$ cat config.mk
export PLATFORM = sky130hd
export DESIGN_NAME = lps_ctrl
export DESIGN_NICKNAME = d
export VERILOG_FILES = /design/src/lps_pkg.sv /design/src/lps_conv_timer.sv /design/src/lps_ctrl.sv /design/src/lps_persist.sv
export SDC_FILE = /design/constraint.sdc
export NUM_CORES = 1
export LEC_CHECK = 0
export ABC_AREA = 1
export BUFFER_PORTS_ARGS = -buffer_cell sky130_fd_sc_hd__buf_2
export CORE_MARGIN = 2
export CORE_UTILIZATION = 30
export DETAILED_ROUTE_END_ITERATION = 8
export MAX_ROUTING_LAYER = met4
export PLACE_DENSITY = 0.47
export SETUP_SLACK_MARGIN = 0.15
export SYNTH_ARGS = -nofsm -noshare
export SYNTH_HDL_FRONTEND = slang
export SYNTH_SLANG_ARGS = --single-unit
$ cat constraint.sdc
create_clock -name clk_i -period 2.4 [get_ports clk_i]
set_input_delay 0.48 -clock clk_i [delete_from_list [all_inputs] [get_ports clk_i]]
set_output_delay 0.48 -clock clk_i [all_outputs]
set_load 0.01 [all_outputs]
$ cat src/lps_pkg.sv
// Constants, field layout and decode helpers for the light/proximity control block
// Functional notes
// - Light result holds visible data when source select is 0 and infrared data when it is 1.
// - Config bit 1 picks the light full scale, 0 for 200 lux and 1 for 3200 lux.
// - Config bit 2 switches light and infrared sensing off at 0 and on at 1.
// - Config bit 3 picks the LED sink pulse, 0 for 110 mA and 1 for 220 mA.
// - Config bits 6:4 pick the proximity sleep of 800/400/200/100/75/50/12.5 ms, or none for code 7.
// - With proximity on, a 0.54 ms conversion and the chosen sleep repeat; default sleep is 800 ms.
// - Proximity sensing runs only while config bit 7 is 1, which is off at reset.
// - Config and interrupt registers reset to 0x00.
// - Interrupt bit 0 combines the two flags by OR when 0 and by AND when 1.
// - The open-drain interrupt pin is pulled low while the chosen combination is true, else released.
// - A host write of 0 to a flag clears it and releases the pin accordingly.
// - Interrupt register is near flag 7, near persistence 6:5, zero 4, light flag 3, light persistence 2:1, combine 0.
// - Light thresholds are twelve bits, low from the shared low nibble and high from the top register.
// - Light flag sets after 1, 4, 8 or 16 consecutive results outside the window.
// - Near flag sets after N results at or above the high limit and clears after N at or below the low one.
package lps_pkg;
   // Register addresses
   localparam logic [7:0] ADDR_PART_ID = 8'h00;
   localparam logic [7:0] ADDR_CFG     = 8'h01;
   localparam logic [7:0] ADDR_IRQ     = 8'h02;
   localparam logic [7:0] ADDR_NLOW    = 8'h03;
   localparam logic [7:0] ADDR_NHIGH   = 8'h04;
   localparam logic [7:0] ADDR_LTH_LO  = 8'h05;
   localparam logic [7:0] ADDR_LTH_NIB = 8'h06;
   localparam logic [7:0] ADDR_LTH_HI  = 8'h07;
   localparam logic [7:0] ADDR_NRES    = 8'h08;
   localparam logic [7:0] ADDR_LRES_LO = 8'h09;
   localparam logic [7:0] ADDR_LRES_HI = 8'h0A;
   // Reset values
   localparam logic [7:0] CFG_RST      = 8'h00;
   localparam logic [7:0] IRQ_RST      = 8'h00;
   localparam logic [7:0] NLOW_RST     = 8'h00;
   localparam logic [7:0] NHIGH_RST    = 8'hFF;
   localparam logic [7:0] LTH_LO_RST   = 8'h00;
   localparam logic [7:0] LTH_NIB_RST  = 8'hF0;
   localparam logic [7:0] LTH_HI_RST   = 8'hFF;
   localparam logic [7:0] ZERO8        = 8'h00;
   // Config fields
   localparam int CFG_SRC_BIT   = 0;
   localparam int CFG_RANGE_BIT = 1;
   localparam int CFG_LIGHT_BIT = 2;
   localparam int CFG_LED_BIT   = 3;
   localparam int CFG_SLP_LSB   = 4;
   localparam int CFG_NEAR_BIT  = 7;
   // Interrupt fields
   localparam int IRQ_COMB_BIT  = 0;
   localparam int IRQ_LPER_LSB  = 1;
   localparam int IRQ_LFLAG_BIT = 3;
   localparam int IRQ_NPER_LSB  = 5;
   localparam int IRQ_NFLAG_BIT = 7;
   // Timing, figures as printed
   localparam int CLK_PERIOD_NS = 40;
   localparam int CONV_TIME_NS  = 540000;
   localparam int SLEEP_UNIT_NS = 12500000;
   localparam int CONV_CYC_DEF  = (CONV_TIME_NS + CLK_PERIOD_NS - 1) / CLK_PERIOD_NS;
   localparam int UNIT_CYC_DEF  = SLEEP_UNIT_NS / CLK_PERIOD_NS;

   // Consecutive results needed for each persistence code
   function automatic logic [4:0] persist_n(input logic [1:0] sel);
      case (sel)
         2'h0:    persist_n = 5'h01;
         2'h1:    persist_n = 5'h04;
         2'h2:    persist_n = 5'h08;
         default: persist_n = 5'h10;
      endcase
   endfunction : persist_n

   // Sleep length in 12.5 ms units; zero means back-to-back conversions
   function automatic logic [6:0] sleep_units(input logic [2:0] code);
      case (code)
         3'h0:    sleep_units = 7'h40;
         3'h1:    sleep_units = 7'h20;
         3'h2:    sleep_units = 7'h10;
         3'h3:    sleep_units = 7'h08;
         3'h4:    sleep_units = 7'h06;
         3'h5:    sleep_units = 7'h04;
         3'h6:    sleep_units = 7'h01;
         default: sleep_units = 7'h00;
      endcase
   endfunction : sleep_units
endpackage : lps_pkg

$ cat src/lps_conv_timer.sv
// Proximity conversion and sleep sequencer
`timescale 1ns/1ps
module lps_conv_timer
   import lps_pkg::*;
#(
   parameter int CONV_CYC = CONV_CYC_DEF,
   parameter int UNIT_CYC = UNIT_CYC_DEF
) (
   // Clock and reset
   input  wire logic       clk_i,
   input  wire logic       rst_n_i,
   // Control
   input  wire logic       enable_i,
   input  wire logic [2:0] sleep_sel_i,
   // Status
   output logic            convert_o,
   output logic            done_o
);
   typedef enum logic [1:0] {ST_IDLE, ST_CONV, ST_SLEEP} lps_tmr_t;
   lps_tmr_t    state_ff;
   logic [24:0] cnt_ff;
   logic [6:0]  units_ff;

   // Sequencing; sleep is counted in 12.5 ms units to keep one short counter
   always_ff @(posedge clk_i or negedge rst_n_i) begin
      if (!rst_n_i) begin
         state_ff <= ST_IDLE;
         cnt_ff   <= 25'h000_0000;
         units_ff <= 7'h00;
      end else if (!enable_i) begin
         state_ff <= ST_IDLE;
         cnt_ff   <= 25'h000_0000;
      end else begin
         case (state_ff)
            ST_IDLE: begin
               state_ff <= ST_CONV;
            end
            ST_CONV: begin
               if (cnt_ff == 25'(CONV_CYC - 1)) begin
                  cnt_ff   <= 25'h000_0000;
                  units_ff <= sleep_units(sleep_sel_i);
                  state_ff <= (sleep_units(sleep_sel_i) == 7'h00) ? ST_CONV : ST_SLEEP;
               end else begin
                  cnt_ff <= cnt_ff + 25'h000_0001;
               end
            end
            ST_SLEEP: begin
               if (cnt_ff == 25'(UNIT_CYC - 1)) begin
                  cnt_ff   <= 25'h000_0000;
                  units_ff <= units_ff - 7'h01;
                  if (units_ff == 7'h01) begin
                     state_ff <= ST_CONV;
                  end
               end else begin
                  cnt_ff <= cnt_ff + 25'h000_0001;
               end
            end
            default: begin
               state_ff <= ST_IDLE;
            end
         endcase
      end
   end

   // End-of-conversion strobe, one cycle
   always_ff @(posedge clk_i or negedge rst_n_i) begin
      if (!rst_n_i) begin
         done_o <= 1'b0;
      end else begin
         done_o <= enable_i && state_ff == ST_CONV && cnt_ff == 25'(CONV_CYC - 1);
      end
   end

   assign convert_o = (state_ff == ST_CONV);
endmodule : lps_conv_timer

$ cat src/lps_ctrl.sv
// Register file, result capture and interrupt logic of the light/proximity sensor
`timescale 1ns/1ps
module lps_ctrl
   import lps_pkg::*;
#(
   parameter int         CONV_CYC = CONV_CYC_DEF,
   parameter int         UNIT_CYC = UNIT_CYC_DEF,
   parameter logic [7:0] PART_ID  = 8'h5A // Arbitrary identity value
) (
   // Clock and reset
   input  wire logic        clk_i,
   input  wire logic        rst_n_i,
   // Register port from the serial engine
   input  wire logic [7:0]  reg_addr_i,
   input  wire logic        reg_wr_i,
   input  wire logic        reg_rd_i,
   input  wire logic [7:0]  reg_wdata_i,
   output logic      [7:0]  reg_rdata_o,
   // Proximity front end
   input  wire logic [7:0]  near_data_i,
   output logic             near_convert_o,
   output logic             led_drive_sel_o,
   // Light front end
   input  wire logic [11:0] vis_data_i,
   input  wire logic [11:0] ir_data_i,
   input  wire logic        light_valid_i,
   output logic             light_sense_on_o,
   output logic             light_full_scale_sel_o,
   output logic             light_source_sel_o,
   // Open-drain interrupt pin
   input  wire logic        irq_pin_i,
   output logic             irq_pin_o,
   output logic             irq_pin_oe_o
);
   logic [7:0]  cfg_ff;
   logic [6:0]  irq_ctl_ff;
   logic        light_flag_ff;
   logic        near_flag_ff;
   logic [7:0]  near_low_limit_ff;
   logic [7:0]  near_high_limit_ff;
   logic [7:0]  lth_lo_ff;
   logic [7:0]  lth_nib_ff;
   logic [7:0]  lth_hi_ff;
   logic [7:0]  near_result_ff;
   logic [11:0] light_result_ff;
   logic [7:0]  rdata_ff;
   logic [11:0] light_low_limit;
   logic [11:0] light_high_limit;
   logic [11:0] light_sample;
   logic        irq_wr;
   logic        near_done;
   logic        light_take;
   logic        light_out;
   logic        light_fire;
   logic        near_hi_fire;
   logic        near_lo_fire;
   logic        irq_active;
   logic        unused_pin;

   assign irq_wr     = reg_wr_i && reg_addr_i == ADDR_IRQ;
   assign light_take = light_valid_i && light_sense_on_o;
   assign unused_pin = irq_pin_i;

   // Host-writable configuration and thresholds
   always_ff @(posedge clk_i or negedge rst_n_i) begin
      if (!rst_n_i) begin
         cfg_ff             <= CFG_RST;
         near_low_limit_ff  <= NLOW_RST;
         near_high_limit_ff <= NHIGH_RST;
         lth_lo_ff          <= LTH_LO_RST;
         lth_nib_ff         <= LTH_NIB_RST;
         lth_hi_ff          <= LTH_HI_RST;
      end else if (reg_wr_i) begin
         case (reg_addr_i)
            ADDR_CFG:     cfg_ff             <= reg_wdata_i;
            ADDR_NLOW:    near_low_limit_ff  <= reg_wdata_i;
            ADDR_NHIGH:   near_high_limit_ff <= reg_wdata_i;
            ADDR_LTH_LO:  lth_lo_ff          <= reg_wdata_i;
            ADDR_LTH_NIB: lth_nib_ff         <= reg_wdata_i;
            ADDR_LTH_HI:  lth_hi_ff          <= reg_wdata_i;
            default: begin
            end
         endcase
      end
   end

   // Configuration bits straight to the front ends
   assign light_source_sel_o     = cfg_ff[CFG_SRC_BIT];
   assign light_full_scale_sel_o = cfg_ff[CFG_RANGE_BIT];
   assign light_sense_on_o       = cfg_ff[CFG_LIGHT_BIT];
   assign led_drive_sel_o        = cfg_ff[CFG_LED_BIT];

   // Twelve-bit light window from three byte registers
   assign light_low_limit  = {lth_nib_ff[3:0], lth_lo_ff};
   assign light_high_limit = {lth_hi_ff, lth_nib_ff[7:4]};
   assign light_sample     = light_source_sel_o ? ir_data_i : vis_data_i;
   assign light_out = light_sample <= light_low_limit || light_sample >= light_high_limit;

   // Proximity conversion pacing
   lps_conv_timer #(
      .CONV_CYC (CONV_CYC),
      .UNIT_CYC (UNIT_CYC)
   ) u_timer (
      .clk_i       (clk_i),
      .rst_n_i     (rst_n_i),
      .enable_i    (cfg_ff[CFG_NEAR_BIT]),
      .sleep_sel_i (cfg_ff[CFG_SLP_LSB+:3]),
      .convert_o   (near_convert_o),
      .done_o      (near_done)
   );

   // Results are captured only while their sensor is on
   always_ff @(posedge clk_i or negedge rst_n_i) begin
      if (!rst_n_i) begin
         near_result_ff  <= ZERO8;
         light_result_ff <= {ZERO8[3:0], ZERO8};
      end else begin
         if (near_done) begin
            near_result_ff <= near_data_i;
         end
         if (light_take) begin
            light_result_ff <= light_sample;
         end
      end
   end

   // Streak counters for the light window and both proximity limits
   lps_persist u_light_per (
      .clk_i   (clk_i),
      .rst_n_i (rst_n_i),
      .take_i  (light_take),
      .hit_i   (light_out),
      .sel_i   (irq_ctl_ff[IRQ_LPER_LSB+:2]),
      .fire_o  (light_fire)
   );
   lps_persist u_near_hi (
      .clk_i   (clk_i),
      .rst_n_i (rst_n_i),
      .take_i  (near_done),
      .hit_i   (near_data_i >= near_high_limit_ff),
      .sel_i   (irq_ctl_ff[IRQ_NPER_LSB+:2]),
      .fire_o  (near_hi_fire)
   );
   lps_persist u_near_lo (
      .clk_i   (clk_i),
      .rst_n_i (rst_n_i),
      .take_i  (near_done),
      .hit_i   (near_data_i <= near_low_limit_ff),
      .sel_i   (irq_ctl_ff[IRQ_NPER_LSB+:2]),
      .fire_o  (near_lo_fire)
   );

   // Interrupt control fields, stored without the flags; bit 4 is never kept
   always_ff @(posedge clk_i or negedge rst_n_i) begin
      if (!rst_n_i) begin
         irq_ctl_ff <= IRQ_RST[6:0];
      end else if (irq_wr) begin
         irq_ctl_ff <= {reg_wdata_i[6:5], 1'b0, 1'b0, reg_wdata_i[2:0]};
      end
   end

   // Flags: hardware set wins over a host clear; host writes of 1 do nothing
   always_ff @(posedge clk_i or negedge rst_n_i) begin
      if (!rst_n_i) begin
         light_flag_ff <= 1'b0;
         near_flag_ff  <= 1'b0;
      end else begin
         light_flag_ff <= light_fire ||
            (light_flag_ff && !(irq_wr && !reg_wdata_i[IRQ_LFLAG_BIT]));
         near_flag_ff  <= near_hi_fire || (near_flag_ff && !near_lo_fire &&
            !(irq_wr && !reg_wdata_i[IRQ_NFLAG_BIT]));
      end
   end

   // Combine flags; pin is only ever pulled low
   assign irq_active = irq_ctl_ff[IRQ_COMB_BIT] ? (light_flag_ff && near_flag_ff)
                                                : (light_flag_ff || near_flag_ff);
   assign irq_pin_o    = 1'b0;
   assign irq_pin_oe_o = irq_active;

   // Read data registered; unmapped addresses read zero
   always_ff @(posedge clk_i or negedge rst_n_i) begin
      if (!rst_n_i) begin
         rdata_ff <= ZERO8;
      end else if (reg_rd_i) begin
         case (reg_addr_i)
            ADDR_PART_ID: rdata_ff <= PART_ID;
            ADDR_CFG:     rdata_ff <= cfg_ff;
            ADDR_IRQ:     rdata_ff <= {near_flag_ff, irq_ctl_ff[6:5], 1'b0,
                                       light_flag_ff, irq_ctl_ff[2:0]};
            ADDR_NLOW:    rdata_ff <= near_low_limit_ff;
            ADDR_NHIGH:   rdata_ff <= near_high_limit_ff;
            ADDR_LTH_LO:  rdata_ff <= lth_lo_ff;
            ADDR_LTH_NIB: rdata_ff <= lth_nib_ff;
            ADDR_LTH_HI:  rdata_ff <= lth_hi_ff;
            ADDR_NRES:    rdata_ff <= near_result_ff;
            ADDR_LRES_LO: rdata_ff <= light_result_ff[7:0];
            ADDR_LRES_HI: rdata_ff <= {ZERO8[3:0], light_result_ff[11:8]};
            default:      rdata_ff <= ZERO8;
         endcase
      end
   end
   assign reg_rdata_o = rdata_ff;
endmodule : lps_ctrl

$ cat src/lps_persist.sv
// Consecutive-hit counter that fires once the selected count is reached
`timescale 1ns/1ps
module lps_persist
   import lps_pkg::*;
(
   // Clock and reset
   input  wire logic       clk_i,
   input  wire logic       rst_n_i,
   // Sample stream
   input  wire logic       take_i,
   input  wire logic       hit_i,
   input  wire logic [1:0] sel_i,
   // Result
   output logic            fire_o
);
   logic [4:0] cnt_ff;
   logic [4:0] nxt_cnt;

   // Saturate at the largest count so a long streak keeps firing
   assign nxt_cnt = (cnt_ff == persist_n(2'h3)) ? cnt_ff : cnt_ff + 5'h01;

   // A miss restarts the streak
   always_ff @(posedge clk_i or negedge rst_n_i) begin
      if (!rst_n_i) begin
         cnt_ff <= 5'h00;
      end else if (take_i) begin
         cnt_ff <= hit_i ? nxt_cnt : 5'h00;
      end
   end

   assign fire_o = take_i && hit_i && (nxt_cnt >= persist_n(sel_i));
endmodule : lps_persist

### Word level (Yosys, flattened, before mapping)

Cells that the tools add are included.

| storage, ports and cells | value |
|---|---|
| flip-flop bits (word level) | 133 |
| output and inout bits | 15 |
| bits of input ports | 54 |
| word-level logic and storage cells | 132 |

| operators by class | value |
|---|---|
| $add $sub $neg | 5 |
| equal/unequal tests | 34 |
| muxes and demuxes | 27 |
| order comparisons | 7 |
| reductions and logical operators | 40 |

Operators with widths:

| cell | number |
|---|---|
| $pmux 8 s11 | 1 |
| $mux 25 | 3 |
| $pmux 25 s2 | 1 |
| $pmux 7 s7 | 1 |
| $eq 8x3->1 const B | 4 |
| $mux 5 | 6 |
| $pmux 5 s3 | 2 |
| $mux 7 | 4 |
| $add 25x1->25 const B | 1 |
| $eq 25x14->1 const B | 1 |
| $eq 25x19->1 const B | 1 |
| $eq 8x4->1 const B | 3 |
| $eq 8x2->1 const B | 2 |
| $logic_and 1x1->1 | 16 |
| $add 5x1->5 const B | 3 |
| $eq 5x5->1 const B | 3 |
| $ge 5x5->1 | 3 |
| $pmux 7 s2 | 1 |
| $ge 12x12->1 | 1 |
| $le 12x12->1 | 1 |
| $mux 12 | 1 |
| $ne 3x2->1 const B | 4 |
| $reduce_and 2->1 | 6 |
| $mux 2 | 5 |
| other kinds (22) | 39 |

### Depth between registers and ports, before layout

Gate-level depths: netlist of run 1.

| logic depth | value |
|---|---|
| depth after elaboration | 10 |
| gate-level depth with buffers | 14 |
| mapped depth without buffers | 14 |

### Hierarchy

Synthesis of run 1 repeated with hierarchy kept, for this count alone.

| second synthesis, totals | value |
|---|---|
| cell total of the unflattened synthesis | 1201 |
| area total of the unflattened synthesis | 8966.1 um2 |

Modules (own cells, without submodules):

| module | cells an instance | area an instance (um2) | instances | sequential area each (um2) |
|---|---|---|---|---|
| lps_ctrl | 668 | 5146.2 | 1 | 2102.0 |
| lps_conv_timer | 353 | 2498.6 | 1 | 875.8 |
| lps_persist | 60 | 440.4 | 3 | 125.1 |

### Worst setup path after synthesis of run 1

No wires, ideal clock.

| path | value |
|---|---|
| kind | register to register |
| start | register cfg_ff[0] |
| end | register light_flag_ff |
| path slack | 213 ps |
| data required time | 2279 ps |
| arrival | 2066 ps |
| stages on the path, launching flop included | 12 |
| path buffers | 1 |
| period minus slack after synthesis | 2187 ps |
| library setup time | 121 ps |
| path through | dfrtp_1 -> buf_2 -> mux2_2 -> ha_1 -> nand2_1 -> nor2_1 -> and2_1 -> nand2_1 -> nand3_1 -> nand3_1 -> nand3_1 -> nand2_1 |

| on the way | value |
|---|---|
| word-level cells in the longest chain between the ends | 6 |
| elaborated cells on any way between the ends | 7 |
| classes of those cells | order compare (2); mux (1); reduce/logical (4) |

RTL lines:

| element | RTL line | source |
|---|---|---|
| from (decl) | lps_ctrl.sv:35 | `logic [7:0] cfg_ff;` |
| from (signal assigned) | lps_ctrl.sv:75 | `ADDR_CFG: cfg_ff <= reg_wdata_i;` |
| $mux 12 (*) | lps_ctrl.sv:96 | `assign light_sample = light_source_sel_o ? ir_data_i : vis_data_i;` |
| via light_sample[11] | lps_ctrl.sv:49 | `logic [11:0] light_sample;` |
| $le 12x12->1 / $ge 12x12->1 (equally long branches) | lps_ctrl.sv:97 | `assign light_out = light_sample <= light_low_limit \|\| light_sample >= light_high_limit;` |
| $logic_or 1x1->1 (*) | lps_ctrl.sv:97 |  |
| $logic_and 1x1->1 (*) (2 in a row) | lps_persist.sv:31 | `assign fire_o = take_i && hit_i && (nxt_cnt >= persist_n(sel_i));` |
| $logic_or 1x1->1 (*) | lps_ctrl.sv:168 | `light_flag_ff <= light_fire \|\|` |
| to (signal assigned) | lps_ctrl.sv:168 |  |
| to (decl) | lps_ctrl.sv:37 | `logic light_flag_ff;` |

Mark *: on every way through the listed nets, which the timed path passes. The rest lies on a longest branch.
A chain may end at the register's enable or synchronous reset.

### Worst setup path in the final report of run 1

| path | value |
|---|---|
| start | register cfg_ff[0] |
| end | register u_light_per.cnt_ff[1] |

| on the way | value |
|---|---|
| word-level cells in the longest chain between the ends | 4 |
| elaborated cells on any way between the ends | 5 |
| classes of those cells | order compare (2); mux (2); reduce/logical (1) |

RTL lines:

| element | RTL line | source |
|---|---|---|
| $mux 12 (*) | lps_ctrl.sv:96 |  |
| via light_sample[5] | lps_ctrl.sv:49 |  |
| $le 12x12->1 / $ge 12x12->1 (equally long branches) | lps_ctrl.sv:97 |  |
| $logic_or 1x1->1 (*) | lps_ctrl.sv:97 |  |
| $mux 5 (*) | lps_persist.sv:27 | `cnt_ff <= hit_i ? nxt_cnt : 5'h00;` |
| to (signal assigned) | lps_persist.sv:27 |  |
| to (decl) | lps_persist.sv:16 | `logic [4:0] cnt_ff;` |

Marks and branches as above.

==> results of run 1 <==
-- critical path, stage by stage (launching register included) --
cell and delay, ns:
dfrtp_1 0.37, buf_12 0.16, mux2_2 0.40, ha_1 0.31
nand2_1 0.07, nor2_2 0.10, and2_1 0.13, nand2_1 0.05
nand3_1 0.10, nand3_4 0.13, nand3_1 0.10, nand2_1 0.06
-- stage by stage --
| stage | util [%] | power (mW) | cell area (µm²) | worst slack [ns] |
|---|---|---|---|---|
| after floorplan | - | 2.95 | 9020 | 0.213 |
| after global placement | 32.9 | 3.23 | 9760 | 0.0842 |
| after detailed placement | 32.9 | 3.25 | 9760 | 0.0834 |
| after CTS | 34.9 | 5.89 | 10400 | 0.191 |
| after global routing | 35.1 | 6.14 | 10400 | 0.139 |
| final | 35.1 | 5.82 | 10400 | 0.313 |
-- registers in the layout, indices dropped and copies added (netlist names), 8 cells and up --
signal	flops
near_low_limit_ff	8
lth_nib_ff	8
u_timer.cnt_ff	25
cfg_ff	8
near_high_limit_ff	8
light_result_ff	12
reg_rdata_o	8
near_result_ff	8
lth_lo_ff	8
lth_hi_ff	8
-- cells by family (layout without fill, tap and decap cells) --
logic type,after synthesis,count (layout)
AND/OR/NAND/NOR,659,659
buffers and inverters,189,266
AO/OA/AOI/OAI,164,164
flip-flops,133,133
adder cells (fa/ha/maj),65,65
XOR/XNOR,16,16
multiplexers,12,12
other,1,1
-- cell usage after synthesis (all sizes together) --
library cell / instances
nand2: 372
inv: 153
nand3: 131
nor2: 126
dfrtp: 113
o21ai: 109
ha: 65
a21oi: 37
buf: 24
dfstp: 20
nand4: 18
xor2: 14
clkbuf: 11
mux2: 11
nor3: 6
o21bai: 5
nand3b: 3
o2111ai: 3
o21a: 3
a21o: 2
a32oi: 2
or2: 2
xnor2: 2
a211oi: 1
a31o: 1
and2: 1
clkinv: 1
conb: 1
mux2i: 1
o22ai: 1
-- cell type report --
cell class / instances / area, µm²
Clock buffer: 18 / 439
Clock inverter: 14 / 143
Fill cell: 3260 / 19200
Inverter: 154 / 578
Multi-Input combinational cell: 917 / 4940
Sequential cell: 133 / 3350
Tap cell: 390 / 488
Timing Repair Buffer: 80 / 467
-- layout by cell type, fill, tap and decap left out, drive strengths merged, types with 2 or more instances in the layout --
cell,synthesis,routed
a21o,2,2
a21oi,37,37
a32oi,2,2
buf,24,80
clkbuf,11,18
clkinv,1,5
clkinvlp,0,3
dfrtp,113,113
dfstp,20,20
ha,65,65
inv,153,159
mux2,11,11
nand2,372,372
nand3,131,131
nand3b,3,3
nand4,18,18
nor2,126,126
nor3,6,6
o2111ai,3,3
o21a,3,3
o21ai,109,109
o21bai,5,5
or2,2,2
xnor2,2,2
xor2,14,14
-- per-layer routing --
metal  part of all wire (%)  GRT usage, %
met4                    1.8          4.61
met2                     46          27.7
met5                      0             -
met1                     49          24.4
met3                    3.8          2.51
-- power by group through the flow --
stage | logic [mW] | clock network [mW] | registers (mW)
2_1_floorplan | 0.465 | 0 | 2.48
4_1_cts | 0.739 | 2.68 | 2.47
6_report | 0.728 | 2.62 | 2.47
3_3_place_gp | 0.719 | 0 | 2.51
3_5_place_dp | 0.734 | 0 | 2.51
5_1_grt | 0.855 | 2.79 | 2.49
-- timing repair --
item,in CTS,in global routing
hold endpoints to repair,0,0
cloned,0,0
endpoints found under the setup margin,6,22
resized for setup,1,12
pin swaps,0,3
-- worst max-delay path by stage --
stage	from	end	slack, ns	depth (start not counted)
after detailed placement	cfg_ff[0]	u_light_per.cnt_ff[1]	0.08	11
after global routing	u_near_lo.cnt_ff[0]	near_flag_ff	0.14	13
after global placement	cfg_ff[0]	light_flag_ff	0.08	11
after floorplan	cfg_ff[0]	light_flag_ff	0.21	11
after CTS	cfg_ff[0]	u_light_per.cnt_ff[1]	0.19	11
final	cfg_ff[0]	u_light_per.cnt_ff[1]	0.31	11
==> metrics.md, run 1 <==
| Metric | Value |
|---|---|
| Core Rows | 63 |
| Core area | 0.0296 mm² |
| Post-route minimum period | 2.09 ns |
| Initial Util | 30.4% |
| Startpoint Class | register |
| DR WL/cell | 15.1 µm |
| Outcome | finished clean |
| Max_cap viols | 0 |
| Combinational family with the most area after synthesis | simple AND/OR/NAND/NOR gates |
| Setup TNS | 0 ns |
| Gr usage total | approximately 18% |
| Gate power share | around an eighth |
| Peak VDD IR | 0.470 mV |
| Post-Layout Cell Count | approximately 1700 |
| Reg power frac | 42.5% |
| DR vias/cell | 4.66 |
| PD cells | 559 mW/mm² |
| Sequential-to-total area share from yosys stat | 37.2% |
| DP HPWL | between 15000 and 20000 µm |
| # clock sinks | 133 |
| CTS tree | done |
| H-tree levels | 4 |
| WHS | 0.0480 ns |
| Area Growth Syn to Fin | 15.4% |
| Largest net degree at the start of global routing | 56 |
| #FFs+latches synth | 133 |
| First-pass GRT wire length | 42000 µm |
| Dpl cells | 1674 |
| Worst r2r path cells | 11 |
| Slew Limit Fails | 0 |
| Clock-pin transition on the worst setup and hold timing paths | around 0.070 ns |
| Hold-fix buffers, CTS | 0 |
| Synth Area in Compound Gates | 10.6% |
| CTS Buf Count | 17 |
| Max clock buf depth | 2 |
| Hold Fails Final Rpt | 0 |
| Antenna diode count | 0 |
| CP required | between 2 and 3 ns |
| Switch Pwr | 1.69 mW |
| Clock share of power | ~45% |
| Flop-to-flop setup slack | around 0.31 ns |
| Antenna Nets Post-Route | 0 |
| Syn Nets | 1358 |
| Synth unique cells | between 40 and 50 |
| Layout cells sized above 1 | between 10% and 20% |
| Switching part of the total power | 29.0% |
| Later-pin clock latency in the skew report | approximately 0.42 ns |
| Root Buffer Master | clkbuf_16 |
| I/O pins | 69 |
| TritonRoute pass-1 iters | 5 |
| DIE WIDTH | 177 µm |
| Final net count | about 1400 |
| Vias | 7957 |
| Peak Freq | between 400 and 500 MHz |
| Drt initial violations | 470 |
| Synth top area share | a little under a third |
| Ranking of synthesized cells by area | dfrtp_1 (31%), nand2_1 (15%), ha_1 (9.0%), nand3_1 (7.0%), inv_1 (6.2%) |
| Leakage | 4.99 nW |
| Synth Area in Adders | under 10% |
| Final cycle utilization of the critical path | 87.0% |
| Critical Path AT | between 2 and 2.5 ns |
| Hold Path Class | in2async |
| I/O Buffers | 66 |
| Final setup fails | 0 |
| Die area | 0.0315 mm² |
| Overflow after GRT | 0 |
| Gate Count Post-Synth | around 1200 |
| Synth Warn # | 0 |
| Multiplexer share of the synthesized area | 1.48% |
| Largest area contributor in the netlist | dfrtp_1 |
| Worst reg2reg path endpoint | u_light_per.cnt_ff[1] |
| Worst-Margin Slew | 0.629 ns |
| Post-Synth Simple-Gate Area | between 30% and 40% |
| Rel. slew slack | between 50 and 60% |
| RR Startpoint | cfg_ff[0] |
| Critical Path Fanout Max | 15 |
| Crit end category | register |
| Final Routed Wirelength | 25800 µm |
| XOR/XNOR share of the synthesized area | 1.55% |
| P_int | 4.13 mW |
| Crit path kind | reg2reg |
| Post-Syn Area | 0.00902 mm² |
| Placer congestion estimate | 0.831 |
| Vias in the first global route | 7614 |
| Synthesized area per cell | 7.28 µm² |
| RSZ-0062 raised after global routing | true |
| Initial antenna violation count | 0 |
| Post-CTS setup buffer count | 0 |
| # DRC | 0 |
| Setup Skew | 0.00948 ns |
| Die height | between 150 and 200 µm |
Note: power is estimated with default switching activity, not from simulation.
==> run 2: changes to the inputs <==
CORE_ASPECT_RATIO = 0.5   (was unset)
SLEW_MARGIN = 0   (was unset)
==> metrics.md, run 2 (synthesis results as in run 1) <==
| Metric | Value |
|---|---|
| DP HPWL | 19700 µm |
| Hold Path Class | in2async |
| Core area | 0.0293 mm² |
| Largest register FFs | 25 |
| Leakage | 5.01 nW |
| Post-route minimum period | 2.15 ns |
| Initial Util | 30.8% |
| CP peak stage delay | 0.46 ns |
| Outcome | finished clean |
| Pre-CTS worst setup slack | between 0.02 and 0.03 ns |
| Gate power share | 13.3% |
| Hold Fails Final Rpt | 0 |
| Drt initial violations | 581 |
| Multi-input gate area | 0.00502 mm² |
| Crit-path slowest cell | dfrtp_2 |
| Placer congestion estimate | 0.867 |
| Max clock buf depth | 2 |
| Peak Freq | 465 MHz |
| Layout cells sized above 1 | 16.2% |
| DR vias/cell | 4.72 |
| Sequential Area | 0.00335 mm² |
| Clock-pin transition on the worst setup and hold timing paths | 0.06 ns |
| # DRC | 0 |
| Setup TNS | 0 ns |
| Antenna diode count | 0 |
| Antenna Nets Post-Route | 0 |
| Switch Pwr | 1.67 mW |
| Largest registers | u_timer.cnt_ff: 25 flops, light_result_ff: 12 flops |
| Core Rows | 44 |
| Hold-fix buffers, CTS | 0 |
| CTS Buf Count | 17 |
| Most frequent cells in the layout | nand2_1 (361), inv_1 (148), nand3_1 (122) |
| Gr usage total | 17.6% |
| P_int | slightly above 4 mW |
| Later-pin clock latency in the skew report | 0.44 ns |
| Die height | 127 µm |
| Final cycle utilization of the critical path | approximately nine tenths |
| DIE WIDTH | ~250 µm |
| Vias in the first global route | between 7000 and 8000 |
| Slew Limit Fails | 0 |
| Setup Skew | roughly 0.013 ns |
| Worst Slack Setup Final | 0.252 ns |
| Switching part of the total power | 29.4% |
| Max_cap viols | 0 |
| CP required | 2.73 ns |
| Clock share of power | between 40% and 50% |
| Final net count | 1426 |
| Area Growth Syn to Fin | 16.4% |
| Startpoint Class | register |
| Initial antenna violation count | 0 |
| Largest Register | u_timer.cnt_ff |
| H-tree levels | 4 |
| Overall Power | 5.69 mW |
| Die area | 0.0316 mm² |
| FILL cells | 3139 |
| Critical Path AT | 2.47 ns |
| # clock sinks | 133 |
| Crit end category | register |
| Critical Path Fanout Max | 8 |
| Most Frequent Cell on Critical Path | nand2_1 |
| CP Cell Sequence | buf_12, mux2_4, ha_4, nand2_1, nor2_2, and2_1, nand2_1, nand3_2, nand3_4, nand3_4, nand2_1 |
| CTS tree | done |
| Root Buffer Master | clkbuf_16 |
| Commonest non-fill, non-tap cell in the layout | nand2_1 |
| Post-Route Utilization | 35.8% |
| I/O pins | 69 |
| DR WL/cell | 15.0 µm |
| RSZ-0062 raised after global routing | true |
| Post-CTS setup buffer count | 0 |
| I/O Buffers | 66 |
| Crit path kind | reg2reg |
| PD cells | 542 mW/mm² |
| Final setup fails | 0 |
| Peak VDD IR | around 0.32 mV |
| Overflow after GRT | 0 |
| Largest net degree at the start of global routing | 50 |
| Worst-Margin Slew | 0.663 ns |
| TritonRoute pass-1 iters | 5 |
| Vias | around 8000 |
| Reg power frac | about 44% |
| First-pass GRT wire length | 42300 µm |
| Rel. slew slack | roughly 56% |
| Placed Instance Area | 0.00979 mm² |
| Final Cell Area | 0.0105 mm² |
| Final Routed Wirelength | 25700 µm |
-- run 2: changes by cell type in the layout (fill, tap and decap cells not counted), moves of 2 or more --
cell and delta:
mux2_4 +3, ha_1 -4, mux2_2 -3, nand3_1 -3
ha_4 +3, nand3_2 +2, clkinv_2 +2, inv_6 -2
buf_4 +3
-- run 2: critical path, delay by kind of cell (launching register included) --
family / cells / cell delay (ns)
flip-flops: 1 / 0.46
adder cells (fa/ha/maj): 1 / 0.28
AND/OR/NAND/NOR: 8 / 0.78
buffers and inverters: 1 / 0.17
multiplexers: 1 / 0.34
-- run 2: cell type report --
| type | instances | share of cell area, % |
|---|---|---|
| multi-input cells | 917 | 47.8 |
| flip-flops and latches | 133 | 32.0 |
| inverters | 154 | 5.51 |
| repair buffers | 84 | 4.90 |
| well taps | 391 | 4.66 |
| clock buffers | 19 | 4.22 |
| clock inverters | 13 | 0.965 |
-- run 2: metrics by stage --
stage | hold WS (ns) | instances
after global routing | 0.0259 | 1711
after CTS | 0.00361 | 1710
after global placement | 0.466 | 1678
after detailed placement | 0.465 | 1678
after floorplan | 0.184 | 1239
final | 0.000326 | 1711
-- run 2: timing repair --
action | 4_1_cts | 5_1_grt
pin swaps | 0 | 3
endpoints found under the hold margin | 0 | 0
gates resized for setup | 2 | 24
setup endpoints to repair | 6 | 8
cloned | 0 | 1
-- run 2: worst paths after layout --
check	from	endpoint	slack (ns)	cells after the start
worst min register to register	reg_rdata_o[5]	reg_rdata_o[5]	0.48	2
worst max register to register	cfg_ff[0]	light_flag_ff	0.25	11
worst max-delay path	cfg_ff[0]	light_flag_ff	0.25	11
min in group clk_i	reg_wdata_i[3]	light_flag_ff	0.31	3
max in group asynchronous	rst_n_i	u_timer.state_ff[1]	1.68	2
worst min-delay path	rst_n_i	near_low_limit_ff[3]	0.0003	1
-- run 2: power by group through the flow --
| stage | Clock (mW) | Sequential, mW | Combinational, mW |
|---|---|---|---|
| finish | 2.46 | 2.48 | 0.756 |
| global route | 2.61 | 2.49 | 0.873 |
| CTS | 2.51 | 2.48 | 0.736 |
| detailed placement | 0 | 2.52 | 0.730 |
| global placement | 0 | 2.51 | 0.705 |
| floorplan | 0 | 2.48 | 0.465 |
-- run 2: layer usage --
layer,global-route usage (%),vias to the layer above,part of all wire (%)
met2,27.5,146,45
met1,23.6,3776,50
met3,2.57,18,3.7
met5,-,-,0
li1,-,4140,-
met4,5.24,0,1.3
